**src/common/fault_status_pkg.sv**
```systemverilog
// Constants for the fault and warning status register bank
package fault_status_pkg;

    // ------------------------------------------------------------------
    // Command codes of the status registers
    // ------------------------------------------------------------------
    localparam logic [7:0] CMD_SUMMARY_LOW  = 8'h78;
    localparam logic [7:0] CMD_SUMMARY_HIGH = 8'h79;
    localparam logic [7:0] CMD_OUTPUT_VOLTAGE_SUMMARY_DETAIL  = 8'h7A;
    localparam logic [7:0] CMD_OUTPUT_CURRENT_SUMMARY_DETAIL  = 8'h7B;

    // ------------------------------------------------------------------
    // Summary high byte fields
    // ------------------------------------------------------------------
    localparam int HI_OUTPUT_VOLTAGE_SUMMARY_BIT   = 7;
    localparam int HI_OUTPUT_CURRENT_SUMMARY_BIT   = 6;
    localparam int HI_BIAS_BIT   = 5;
    localparam int HI_POWER_GOOD_LOW_FLAG_BIT  = 3;

    // ------------------------------------------------------------------
    // Summary low byte fields
    // ------------------------------------------------------------------
    localparam int LO_OFF_BIT    = 6;
    localparam int LO_OV_BIT     = 5;
    localparam int LO_OC_BIT     = 4;
    localparam int LO_VIN_UV_BIT = 3;
    localparam int LO_TEMP_BIT   = 2;
    localparam int LO_CML_BIT    = 1;
    localparam int LO_OTHER_BIT  = 0;

    // ------------------------------------------------------------------
    // Detail register fields
    // ------------------------------------------------------------------
    localparam int VD_OVF_BIT    = 7;
    localparam int VD_OVW_BIT    = 6;
    localparam int VD_UVW_BIT    = 5;
    localparam int VD_UVF_BIT    = 4;
    localparam int ID_OCF_BIT    = 7;
    localparam int ID_OVERCURRENT_WITH_UNDERVOLTAGE_FLAG_BIT  = 6;
    localparam int ID_UCF_BIT    = 4;

    // ------------------------------------------------------------------
    // Fault event input vector positions
    // ------------------------------------------------------------------
    localparam int EV_OVF        = 0;
    localparam int EV_OVW        = 1;
    localparam int EV_UVW        = 2;
    localparam int EV_UVF        = 3;
    localparam int EV_OCP        = 4;
    localparam int EV_OCN        = 5;
    localparam int EV_BIAS_UV    = 6;
    localparam int EV_TEMP       = 7;
    localparam int EV_MEM_LOGIC  = 8;
    localparam int EV_OTHER      = 9;
    localparam int EV_POWER_GOOD_LOW_FLAG_PIN  = 10;
    localparam int EV_COUNT      = 11;

    // ------------------------------------------------------------------
    // Reset values
    // ------------------------------------------------------------------
    localparam logic [7:0]          BYTE_RESET  = 8'h00;
    localparam logic [EV_COUNT-1:0] SYNC_RESET  = 11'h000;
    localparam logic                FLAG_RESET  = 1'b0;

endpackage

```
**src/core/fault_status_regs.sv**
```systemverilog
// Fault and warning status register bank with command-code read port
//
// Contract
// - High bit 7: any output voltage fault/warning
// - High bit 6: output current fault
// - High bit 5: bias supply voltage fault
// - High bit 3: one while power-good pin low
// - Low bit 6 zero while output driven
// - Off bit set when commanded off/tri-stated
// - Low bit 5: output overvoltage fault
// - Low bit 4: output overcurrent fault
// - Low bit 3: input undervoltage fault (code: reads the bias supply fault flag, as high bit 5 does)
// - Low bit 2: temperature fault or warning
// - Low bit 1: communication, memory, logic fault
// - Low bit 0: any other fault/warning
// - Voltage detail bit 7: overvoltage fault
// - Voltage detail bit 6: overvoltage warning
// - Voltage detail bit 5: undervoltage warning
// - Voltage detail bit 4: undervoltage fault
// - Current detail bit 7: positive overcurrent
// - Current detail bit 6: overcurrent plus undervoltage
// - Current detail bit 4: negative overcurrent
// - All status bits ignore host writes
// - Unsupported command code sets command fault
`timescale 1ns/1ps
module fault_status_regs
    import fault_status_pkg::*;
#(
    parameter int SYNC_STAGES = 2
) (
    // Clock and reset
    input  wire logic                                 clk_i,
    input  wire logic                                 rst_b_i,
    // Fault detector and pin levels, asynchronous
    input  wire logic [fault_status_pkg::EV_COUNT-1:0] event_i,
    // Output state from the power stage control, same clock
    input  wire logic                                 commanded_on_i,
    input  wire logic                                 output_tristated_i,
    // Command port from the bus protocol engine, same clock
    input  wire logic                                 cmd_valid_i,
    input  wire logic                                 cmd_write_i,
    input  wire logic [7:0]                           cmd_code_i,
    input  wire logic [7:0]                           cmd_wdata_i,
    input  wire logic                                 cmd_known_elsewhere_i,
    input  wire logic                                 clear_faults_i,
    // Read answer and flags
    output logic [7:0]                                rd_data_o,
    output logic                                      rd_valid_o,
    output logic                                      cmd_claimed_o,
    output logic                                      command_fault_o
);

    // ------------------------------------------------------------------
    // Reset release
    // ------------------------------------------------------------------
    logic rst_meta_r;
    logic rst_meta_nxt;
    logic rst_sync_r;
    logic rst_sync_nxt;
    logic rst_b;

    // Two edges of release, so no flop leaves reset on a runt edge
    always_comb begin
        rst_meta_nxt = 1'b1;
        rst_sync_nxt = rst_meta_r;
    end

    always_ff @(posedge clk_i or negedge rst_b_i) begin
        if (!rst_b_i) begin
            rst_meta_r <= FLAG_RESET;
            rst_sync_r <= FLAG_RESET;
        end else begin
            rst_meta_r <= rst_meta_nxt;
            rst_sync_r <= rst_sync_nxt;
        end
    end

    assign rst_b = rst_sync_r;

    // ------------------------------------------------------------------
    // Event synchronisers
    // ------------------------------------------------------------------
    // Detectors are analog and asynchronous; only the last stage is read.
    logic [EV_COUNT-1:0] sync_r [SYNC_STAGES];
    logic [EV_COUNT-1:0] sync_nxt [SYNC_STAGES];
    logic [EV_COUNT-1:0] ev;

    always_comb begin
        sync_nxt[0] = event_i;
        for (int s = 1; s < SYNC_STAGES; s++) begin
            sync_nxt[s] = sync_r[s-1];
        end
    end

    always_ff @(posedge clk_i or negedge rst_b) begin
        if (!rst_b) begin
            for (int s = 0; s < SYNC_STAGES; s++) begin
                sync_r[s] <= SYNC_RESET;
            end
        end else begin
            for (int s = 0; s < SYNC_STAGES; s++) begin
                sync_r[s] <= sync_nxt[s];
            end
        end
    end

    assign ev = sync_r[SYNC_STAGES-1];

    // ------------------------------------------------------------------
    // Command decode
    // ------------------------------------------------------------------
    logic bad_cmd;
    logic claimed;

    always_comb begin
        // Only the four status codes belong to this bank
        unique case (cmd_code_i)
            CMD_SUMMARY_LOW,
            CMD_SUMMARY_HIGH,
            CMD_OUTPUT_VOLTAGE_SUMMARY_DETAIL,
            CMD_OUTPUT_CURRENT_SUMMARY_DETAIL: claimed = 1'b1;
            default:         claimed = 1'b0;
        endcase
        // Codes that another block owns are not faults here
        bad_cmd = cmd_valid_i && !claimed && !cmd_known_elsewhere_i;
    end

    // ------------------------------------------------------------------
    // Latched fault flags
    // ------------------------------------------------------------------
    // Bit positions inside the packed flag vector;
    // the package names the register fields, these are internal
    localparam int FL_OVF   = 0;
    localparam int FL_OVW   = 1;
    localparam int FL_UVW   = 2;
    localparam int FL_UVF   = 3;
    localparam int FL_OCP   = 4;
    localparam int FL_OCUV  = 5;
    localparam int FL_OCN   = 6;
    localparam int FL_BIAS  = 7;
    localparam int FL_TEMP  = 8;
    localparam int FL_MEM   = 9;
    localparam int FL_OTHER = 10;
    localparam int FL_CMD   = 11;
    localparam int FL_COUNT = 12;

    logic overvoltage_fault_flag_r;
    logic overvoltage_warning_flag_r;
    logic undervoltage_warning_flag_r;
    logic undervoltage_fault_flag_r;
    logic positive_overcurrent_flag_r;
    logic overcurrent_with_undervoltage_flag_r;
    logic negative_overcurrent_flag_r;
    logic bias_fault_r;
    logic temp_fault_r;
    logic mem_logic_fault_r;
    logic other_fault_r;
    logic cmd_fault_r;
    logic [FL_COUNT-1:0] flags_r;
    logic [FL_COUNT-1:0] flags_nxt;
    logic [FL_COUNT-1:0] flag_set;

    // Set wins over clear, so an event in the clear cycle survives
    always_comb begin
        flag_set           = '0;
        flag_set[FL_OVF]   = ev[EV_OVF];
        flag_set[FL_OVW]   = ev[EV_OVW];
        flag_set[FL_UVW]   = ev[EV_UVW];
        flag_set[FL_UVF]   = ev[EV_UVF];
        flag_set[FL_OCP]   = ev[EV_OCP];
        flag_set[FL_OCUV]  = ev[EV_OCP] && ev[EV_UVF];
        flag_set[FL_OCN]   = ev[EV_OCN];
        flag_set[FL_BIAS]  = ev[EV_BIAS_UV];
        flag_set[FL_TEMP]  = ev[EV_TEMP];
        flag_set[FL_MEM]   = ev[EV_MEM_LOGIC];
        flag_set[FL_OTHER] = ev[EV_OTHER];
        flag_set[FL_CMD]   = bad_cmd;
        flags_nxt = (clear_faults_i ? '0 : flags_r) | flag_set;
    end

    always_ff @(posedge clk_i or negedge rst_b) begin
        if (!rst_b) begin
            flags_r <= {FL_COUNT{FLAG_RESET}};
        end else begin
            flags_r <= flags_nxt;
        end
    end

    assign overvoltage_fault_flag_r             = flags_r[FL_OVF];
    assign overvoltage_warning_flag_r           = flags_r[FL_OVW];
    assign undervoltage_warning_flag_r          = flags_r[FL_UVW];
    assign undervoltage_fault_flag_r            = flags_r[FL_UVF];
    assign positive_overcurrent_flag_r          = flags_r[FL_OCP];
    assign overcurrent_with_undervoltage_flag_r = flags_r[FL_OCUV];
    assign negative_overcurrent_flag_r          = flags_r[FL_OCN];
    assign bias_fault_r                         = flags_r[FL_BIAS];
    assign temp_fault_r                         = flags_r[FL_TEMP];
    assign mem_logic_fault_r                    = flags_r[FL_MEM];
    assign other_fault_r                        = flags_r[FL_OTHER];
    assign cmd_fault_r                          = flags_r[FL_CMD];

    // ------------------------------------------------------------------
    // Register images
    // ------------------------------------------------------------------
    // Unused positions stay at the zero of BYTE_RESET
    logic [7:0] output_voltage_summary_detail;
    logic [7:0] output_current_summary_detail;
    logic [7:0] summary_low;
    logic [7:0] summary_high;

    always_comb begin
        output_voltage_summary_detail = BYTE_RESET;
        output_voltage_summary_detail[VD_OVF_BIT] = overvoltage_fault_flag_r;
        output_voltage_summary_detail[VD_OVW_BIT] = overvoltage_warning_flag_r;
        output_voltage_summary_detail[VD_UVW_BIT] = undervoltage_warning_flag_r;
        output_voltage_summary_detail[VD_UVF_BIT] = undervoltage_fault_flag_r;
    end

    always_comb begin
        output_current_summary_detail = BYTE_RESET;
        output_current_summary_detail[ID_OCF_BIT]   = positive_overcurrent_flag_r;
        output_current_summary_detail[ID_OVERCURRENT_WITH_UNDERVOLTAGE_FLAG_BIT] =
            overcurrent_with_undervoltage_flag_r;
        output_current_summary_detail[ID_UCF_BIT]   = negative_overcurrent_flag_r;
    end

    // High summary bits 7 and 6 are built from the detail images; bit 5 reads the bias flag and bit 3 the live pin level
    always_comb begin
        summary_high = BYTE_RESET;
        summary_high[HI_OUTPUT_VOLTAGE_SUMMARY_BIT]  = |output_voltage_summary_detail;
        summary_high[HI_OUTPUT_CURRENT_SUMMARY_BIT]  = |output_current_summary_detail;
        summary_high[HI_BIAS_BIT]  = bias_fault_r;
        // Live pin level, not latched: reads 1 while the pin is low;
        // the chain resets to 0, so it also reads 1 just after reset
        summary_high[HI_POWER_GOOD_LOW_FLAG_BIT] = !ev[EV_POWER_GOOD_LOW_FLAG_PIN];
    end

    always_comb begin
        summary_low = BYTE_RESET;
        // Over-voltage and over-current keep driving, so only the
        // command and tri-state response decide this bit
        summary_low[LO_OFF_BIT] =
            !commanded_on_i || output_tristated_i;
        summary_low[LO_OV_BIT]     = overvoltage_fault_flag_r;
        summary_low[LO_OC_BIT]     = positive_overcurrent_flag_r;
        summary_low[LO_VIN_UV_BIT] = bias_fault_r;
        summary_low[LO_TEMP_BIT]   = temp_fault_r;
        summary_low[LO_CML_BIT]    =
            mem_logic_fault_r || cmd_fault_r;
        summary_low[LO_OTHER_BIT]  = other_fault_r;
    end

    // ------------------------------------------------------------------
    // Command read port
    // ------------------------------------------------------------------
    // Writes are accepted and dropped; wdata has no path to any flag.
    logic [7:0] rd_data_r;
    logic [7:0] rd_data_nxt;
    logic       rd_valid_r;
    logic       rd_valid_nxt;
    logic       wdata_unused;

    assign wdata_unused = ^cmd_wdata_i;

    always_comb begin
        rd_data_nxt  = rd_data_r;
        rd_valid_nxt = 1'b0;
        if (cmd_valid_i && !cmd_write_i && claimed) begin
            rd_valid_nxt = 1'b1;
            unique case (cmd_code_i)
                CMD_SUMMARY_LOW:  rd_data_nxt = summary_low;
                CMD_SUMMARY_HIGH: rd_data_nxt = summary_high;
                CMD_OUTPUT_VOLTAGE_SUMMARY_DETAIL:  rd_data_nxt = output_voltage_summary_detail;
                CMD_OUTPUT_CURRENT_SUMMARY_DETAIL:  rd_data_nxt = output_current_summary_detail;
                default:          rd_data_nxt = BYTE_RESET;
            endcase
        end
    end

    always_ff @(posedge clk_i or negedge rst_b) begin
        if (!rst_b) begin
            rd_data_r  <= BYTE_RESET;
            rd_valid_r <= FLAG_RESET;
        end else begin
            rd_data_r  <= rd_data_nxt;
            rd_valid_r <= rd_valid_nxt;
        end
    end

    // ------------------------------------------------------------------
    // Outputs
    // ------------------------------------------------------------------
    assign rd_data_o       = rd_data_r;
    assign rd_valid_o      = rd_valid_r;
    // Claim is combinational so the bus engine can act in the same cycle
    assign cmd_claimed_o   = cmd_valid_i && claimed;
    assign command_fault_o = cmd_fault_r;

endmodule

```
**config.mk**
```make
export PLATFORM = sky130hd
export DESIGN_NAME = fault_status_regs
export DESIGN_NICKNAME = d
export VERILOG_FILES = /design/src/common/fault_status_pkg.sv /design/src/core/fault_status_regs.sv
export SDC_FILE = /design/constraint.sdc
export NUM_CORES = 1
export LEC_CHECK = 0
export BUFFER_PORTS_ARGS = -buffer_cell sky130_fd_sc_hd__buf_2
export CELL_PAD_IN_SITES_DETAIL_PLACEMENT = 2
export CELL_PAD_IN_SITES_GLOBAL_PLACEMENT = 2
export CORE_ASPECT_RATIO = 1.75
export CORE_MARGIN = 1.5
export CORE_UTILIZATION = 33
export DETAILED_ROUTE_END_ITERATION = 10
export PLACE_DENSITY = 0.84
export SLEW_MARGIN = 20
export SYNTH_ARGS = -nofsm -noshare
export SYNTH_HDL_FRONTEND = slang
export SYNTH_SLANG_ARGS = --single-unit
export TNS_END_PERCENT = 30
```
**constraint.sdc**
```tcl
create_clock -name clk_i -period 1.8 [get_ports clk_i]
set_clock_uncertainty 0.15 [all_clocks]
set_input_delay 0.18 -clock clk_i [delete_from_list [all_inputs] [get_ports clk_i]]
set_output_delay 0.18 -clock clk_i [all_outputs]
set_load 0.01 [all_outputs]
```
-- Word-level counts from Yosys, hierarchy flattened
Index checks and enable logic that the tools add are counted.
- bits in registers: 45
- word-level logic and storage cells: 32
- equality and inequality tests: 4
- mux-type cells: 4
- bitwise logic cells: 1
- reduce and logical (&&, ||, !) cells: 16
- operators with widths (kind ; count):
    == test 8 x 7 -> 1 bit (second input constant) ; 4
    one-hot mux 8 bit (4 select lines) ; 1
    two-way mux 12 bit ; 1
    bitwise OR 12 bit ; 1
    OR reduction 4 bit ; 2
    logical AND 1 bit ; 6
    zero test 1 bit ; 5
    OR reduction 3 bit ; 1
    logical OR 1 bit ; 2
    two-way mux 1 bit ; 2

-- Longest topological paths before layout
- depth in word-level cells: 7
- mapped depth: 4
- depth with buffers taken out: 4

-- Worst setup path before layout
OpenSTA, ideal clock, no wires.
- kind: flip-flop to flip-flop
- start: register flags_r[3]
- end: register rd_data_r[7], in the netlist rd_data_o[7]
- data arrival time: 1.058 ns
- data required time: 1.518 ns
- setup slack: 0.460 ns
- cell stages (with the launch flop): 4
- clock period less this slack: 1.340 ns
- cells stage by stage: dfrtp_1 -> or4_1 -> nor2_1 -> o41ai_2
- word-level cells in the longest chain between the ends: 2
- ends and longest elaborated chain (what ; line ; RTL):
    from (decl) ; fault_status_regs.sv:159 ; logic [FL_COUNT-1:0] flags_r;
    from (signal assigned) ; fault_status_regs.sv:183 ; flags_r <= {FL_COUNT{FLAG_RESET}};
    from (signal assigned) ; fault_status_regs.sv:185 ; flags_r <= flags_nxt;
    OR reduction 4 bit ; fault_status_regs.sv:230 ; summary_high[HI_OUTPUT_VOLTAGE_SUMMARY_BIT] = |output_voltage_summary_detail;
    one-hot mux 8 bit (4 select lines) ; fault_status_regs.sv:270 ; unique case (cmd_code_i)
    to (signal assigned) ; fault_status_regs.sv:285 ; rd_data_r <= rd_data_nxt;
    to (decl) ; fault_status_regs.sv:257 ; logic [7:0] rd_data_r;
Every way passes these cells.
A chain may end at the register's enable or synchronous reset.

-- Worst setup path after layout
- start: input port cmd_code_i[7]
- end: output port cmd_claimed_o
- word-level cells in the longest chain between the ends: 4
- ends and longest elaborated chain (what ; line ; RTL):
    from (decl) ; fault_status_regs.sv:42 ; input wire logic [7:0] cmd_code_i,
    == test 8 x 7 -> 1 bit ; fault_status_regs.sv:117 ; unique case (cmd_code_i)
    OR reduction 4 bit (*) ; fault_status_regs.sv:117 ;
    two-way mux 1 bit (*) ; fault_status_regs.sv:117 ;
    logical AND 1 bit (*) ; fault_status_regs.sv:296 ; assign cmd_claimed_o = cmd_valid_i && claimed;
    to (decl) ; fault_status_regs.sv:49 ; output logic cmd_claimed_o,
Mark *: on every way between the ends. The rest lies on a longest branch, timed or not.

==> metrics.txt <==
Post-Syn Nets=144; CTS root buf=clkbuf_8; crit share post-route=between 80 and 90%; GRT Util Overall=roughly 16%; Initial Utilization=34.0%; Via Count=approximately 1,000; Power per Cell Area=~910 mW/mm^2; largest net degree at the start of global routing=31; Setup Crit Path Kind=in -> out; Cell variety after synth=28; count of final setup violators=0; mapped cell area=between 0.0015 and 0.002 mm^2; DIE HEIGHT=94.3 um; top cells by area, synth=dfrtp_1 (72%), a21o_1 (5.3%), o21ai_0 (3.5%); post-synthesis cell count=109; drt via density=about 4.8; Synth area leader=dfrtp_1; first-pass GRT wire length=around 5800 um; layout net count=200; CP arrival=1.11 ns; Post-Route Setup TNS=0 ns; Min-Delay Path Class=reg -> async; Ports=46; CP Max Fanout=5; initial antenna violation count=0; GRT Residual Overflow=0; Final HPWL DP=around 2400 um; Seq/Total Area, Yosys=a little under three quarters; status=complete, but fails checks; Setup crit end kind=primary output; failing checks=negative hold slack; GPL Wtd Cong=about 0.75; worst-skew pair later-pin latency=just under 0.3 ns; Max Fclk=roughly 690 MHz; num rows=33; Die Wd=~55 um; flops & latches, synth=45; Synth Flop Type=dfrtp_1; wire per inst=between 10 and 15 um; H-tree levels=2; hold slack=-0.0000676 ns; Max VDD drop=0.639 mV; synth-to-layout area growth=29.5%; die area=about 0.0052 mm^2; Max Cap Violations=0; core region area=between 0.004 and 0.005 mm^2; CTS sink cnt=45; max-slew violations=0; Inserted Diodes=0; Worst EP required=~1.5 ns; Post-CTS Setup Bufs=0; most frequent cell after synthesis=dfrtp_1; Post-DRT Antenna Nets=0; synth warn=0; drt total wl=3270 um; TritonCTS clock tree=done; Port Buffers=37; Post-synth EDFFs=0; initial DRC count=3; Yosys top cell area share=71.6%; Worst-path clk slew=around 0.080 ns; Leak=approximately 1.0 nW; CTS Buffer Depth=2; Commonest cells post-synth=dfrtp_1 (45), a21o_1 (11), o21ai_0 (11); vias in the first global route=roughly 1,200; Avg Inst Size Synth=roughly 14 um^2; utilization after layout=approximately 44%; endpoints failing hold=1; DRC Markers=0; ys async rst share=100%; First-pass DRT Iterations=3; ratio of cells with drive above 1 in the final layout=around a third; RSZ-0062 raised after global routing=false; Final min period=~1.4 ns; TritonCTS buffer count=5; Startpoint Class=input port
[cells in the final DEF (no fill, tap or decap), drive strengths merged]
master and instances:
dfrtp 45, nor2 4, buf 38, or4 1
nand2 5, clkbuf 7, nand3b 1, mux2 3
mux2i 2, clkinvlp 1, inv 3, o41ai 1
and4b 1, conb 1, o21ai 11, dlygate4sd3 14
a211o 1, nand2b 3, a31oi 1, a21o 11
nor3b 2, and4bb 1, o2bb2ai 1, nand4bb 1
nand4b 1, and2 1, a21oi 4, nand3 1
[logic make-up after synthesis]
| family | count (synthesis) | synth area share (%) |
|---|---|---|
| other cells | 1 | 0.238 |
| simple gates | 22 | 9.39 |
| compound gates | 30 | 12.6 |
| mux | 5 | 4.14 |
| buf+inv | 6 | 2.07 |
| flops | 45 | 71.6 |
[state kept, by name, indices dropped and copies added (netlist names)]
register / flops
flags_r: 12
ev: 11
sync_nxt: 11
rd_data_o: 8
rd_valid_o: 1
rst_b: 1
rst_meta_r: 1
[power breakdown]
part / internal, mW / total, mW / leakage, nW / switching, mW
Combinational: 0.0888 / 0.166 / 0.429 / 0.0772
Clock: 0.274 / 0.589 / 0.0385 / 0.315
Sequential: 1.07 / 1.10 / 0.534 / 0.0343
Total: 1.43 / 1.86 / 1.00 / 0.426
[path summary, 6_finish.rpt]
kind	from	end	slack (ns)	cells past startpoint
setup / recovery	cmd_code_i[7]	cmd_claimed_o	0.36	5
max in group asynchronous	rst_b$_DFF_PN0_	rd_data_o[6]$_DFFE_PN0P_	0.83	1
hold / removal	rst_b$_DFF_PN0_	ev[9]$_DFF_PN0_	-0.00007	0
hold reg to reg	rst_b$_DFF_PN0_	ev[9]$_DFF_PN0_	-0.00007	0
min in group clk_i	cmd_valid_i	flags_r[11]$_DFF_PN0_	0.01	3
setup reg to reg	flags_r[3]$_DFF_PN0_	rd_data_o[7]$_DFFE_PN0P_	0.39	3
[metal layers]
metal / vias up / wire (um) / global-route usage (%) / part of all wire [%]
met5: - / 0 / 0 / 0
met4: 0 / 72 / 7.32 / 2.2
met3: 6 / 105 / 3.82 / 3.2
met2: 21 / 1990 / 27.8 / 61
met1: 524 / 1100 / 17.4 / 34
li1: 486 / - / - / -
[worst max-delay path: stages]
cell      delay [ns]
buf_2           0.10
nand4b_1        0.26
nor3b_1         0.29
and2_1          0.16
buf_2           0.12
[cell type report]
cell class,instances,area (um^2)
Timing Repair Buffer,52,333
Sequential cell,45,1130
Tap cell,52,65.1
Inverter,3,13.8
Fill cell,488,2590
Clock inverter,1,7.51
Clock buffer,7,76.3
Multi-Input combinational cell,58,414
[per-stage QoR]
| step | hold slack (ns) | instance area, um^2 | setup slack, ns | instances | total power [mW] |
|---|---|---|---|---|---|
| floorplan | -0.266 | 1570 | 0.305 | 109 | 1.20 |
| global placement | -0.184 | 1810 | 0.356 | 196 | 1.26 |
| detailed placement | -0.183 | 1810 | 0.359 | 196 | 1.27 |
| CTS | 0.0122 | 2040 | 0.349 | 218 | 1.89 |
| global route | 0.0287 | 2040 | 0.273 | 218 | 1.96 |
| finish | -0.0000676 | 2040 | 0.360 | 218 | 1.86 |
[repair_timing]
action / in CTS / in global routing
endpoints found under the hold margin: 15 / 0
hold buffers: 14 / 0
gates resized for setup: 0 / 0
No activity file was read; power rests on OpenSTA's default activity.
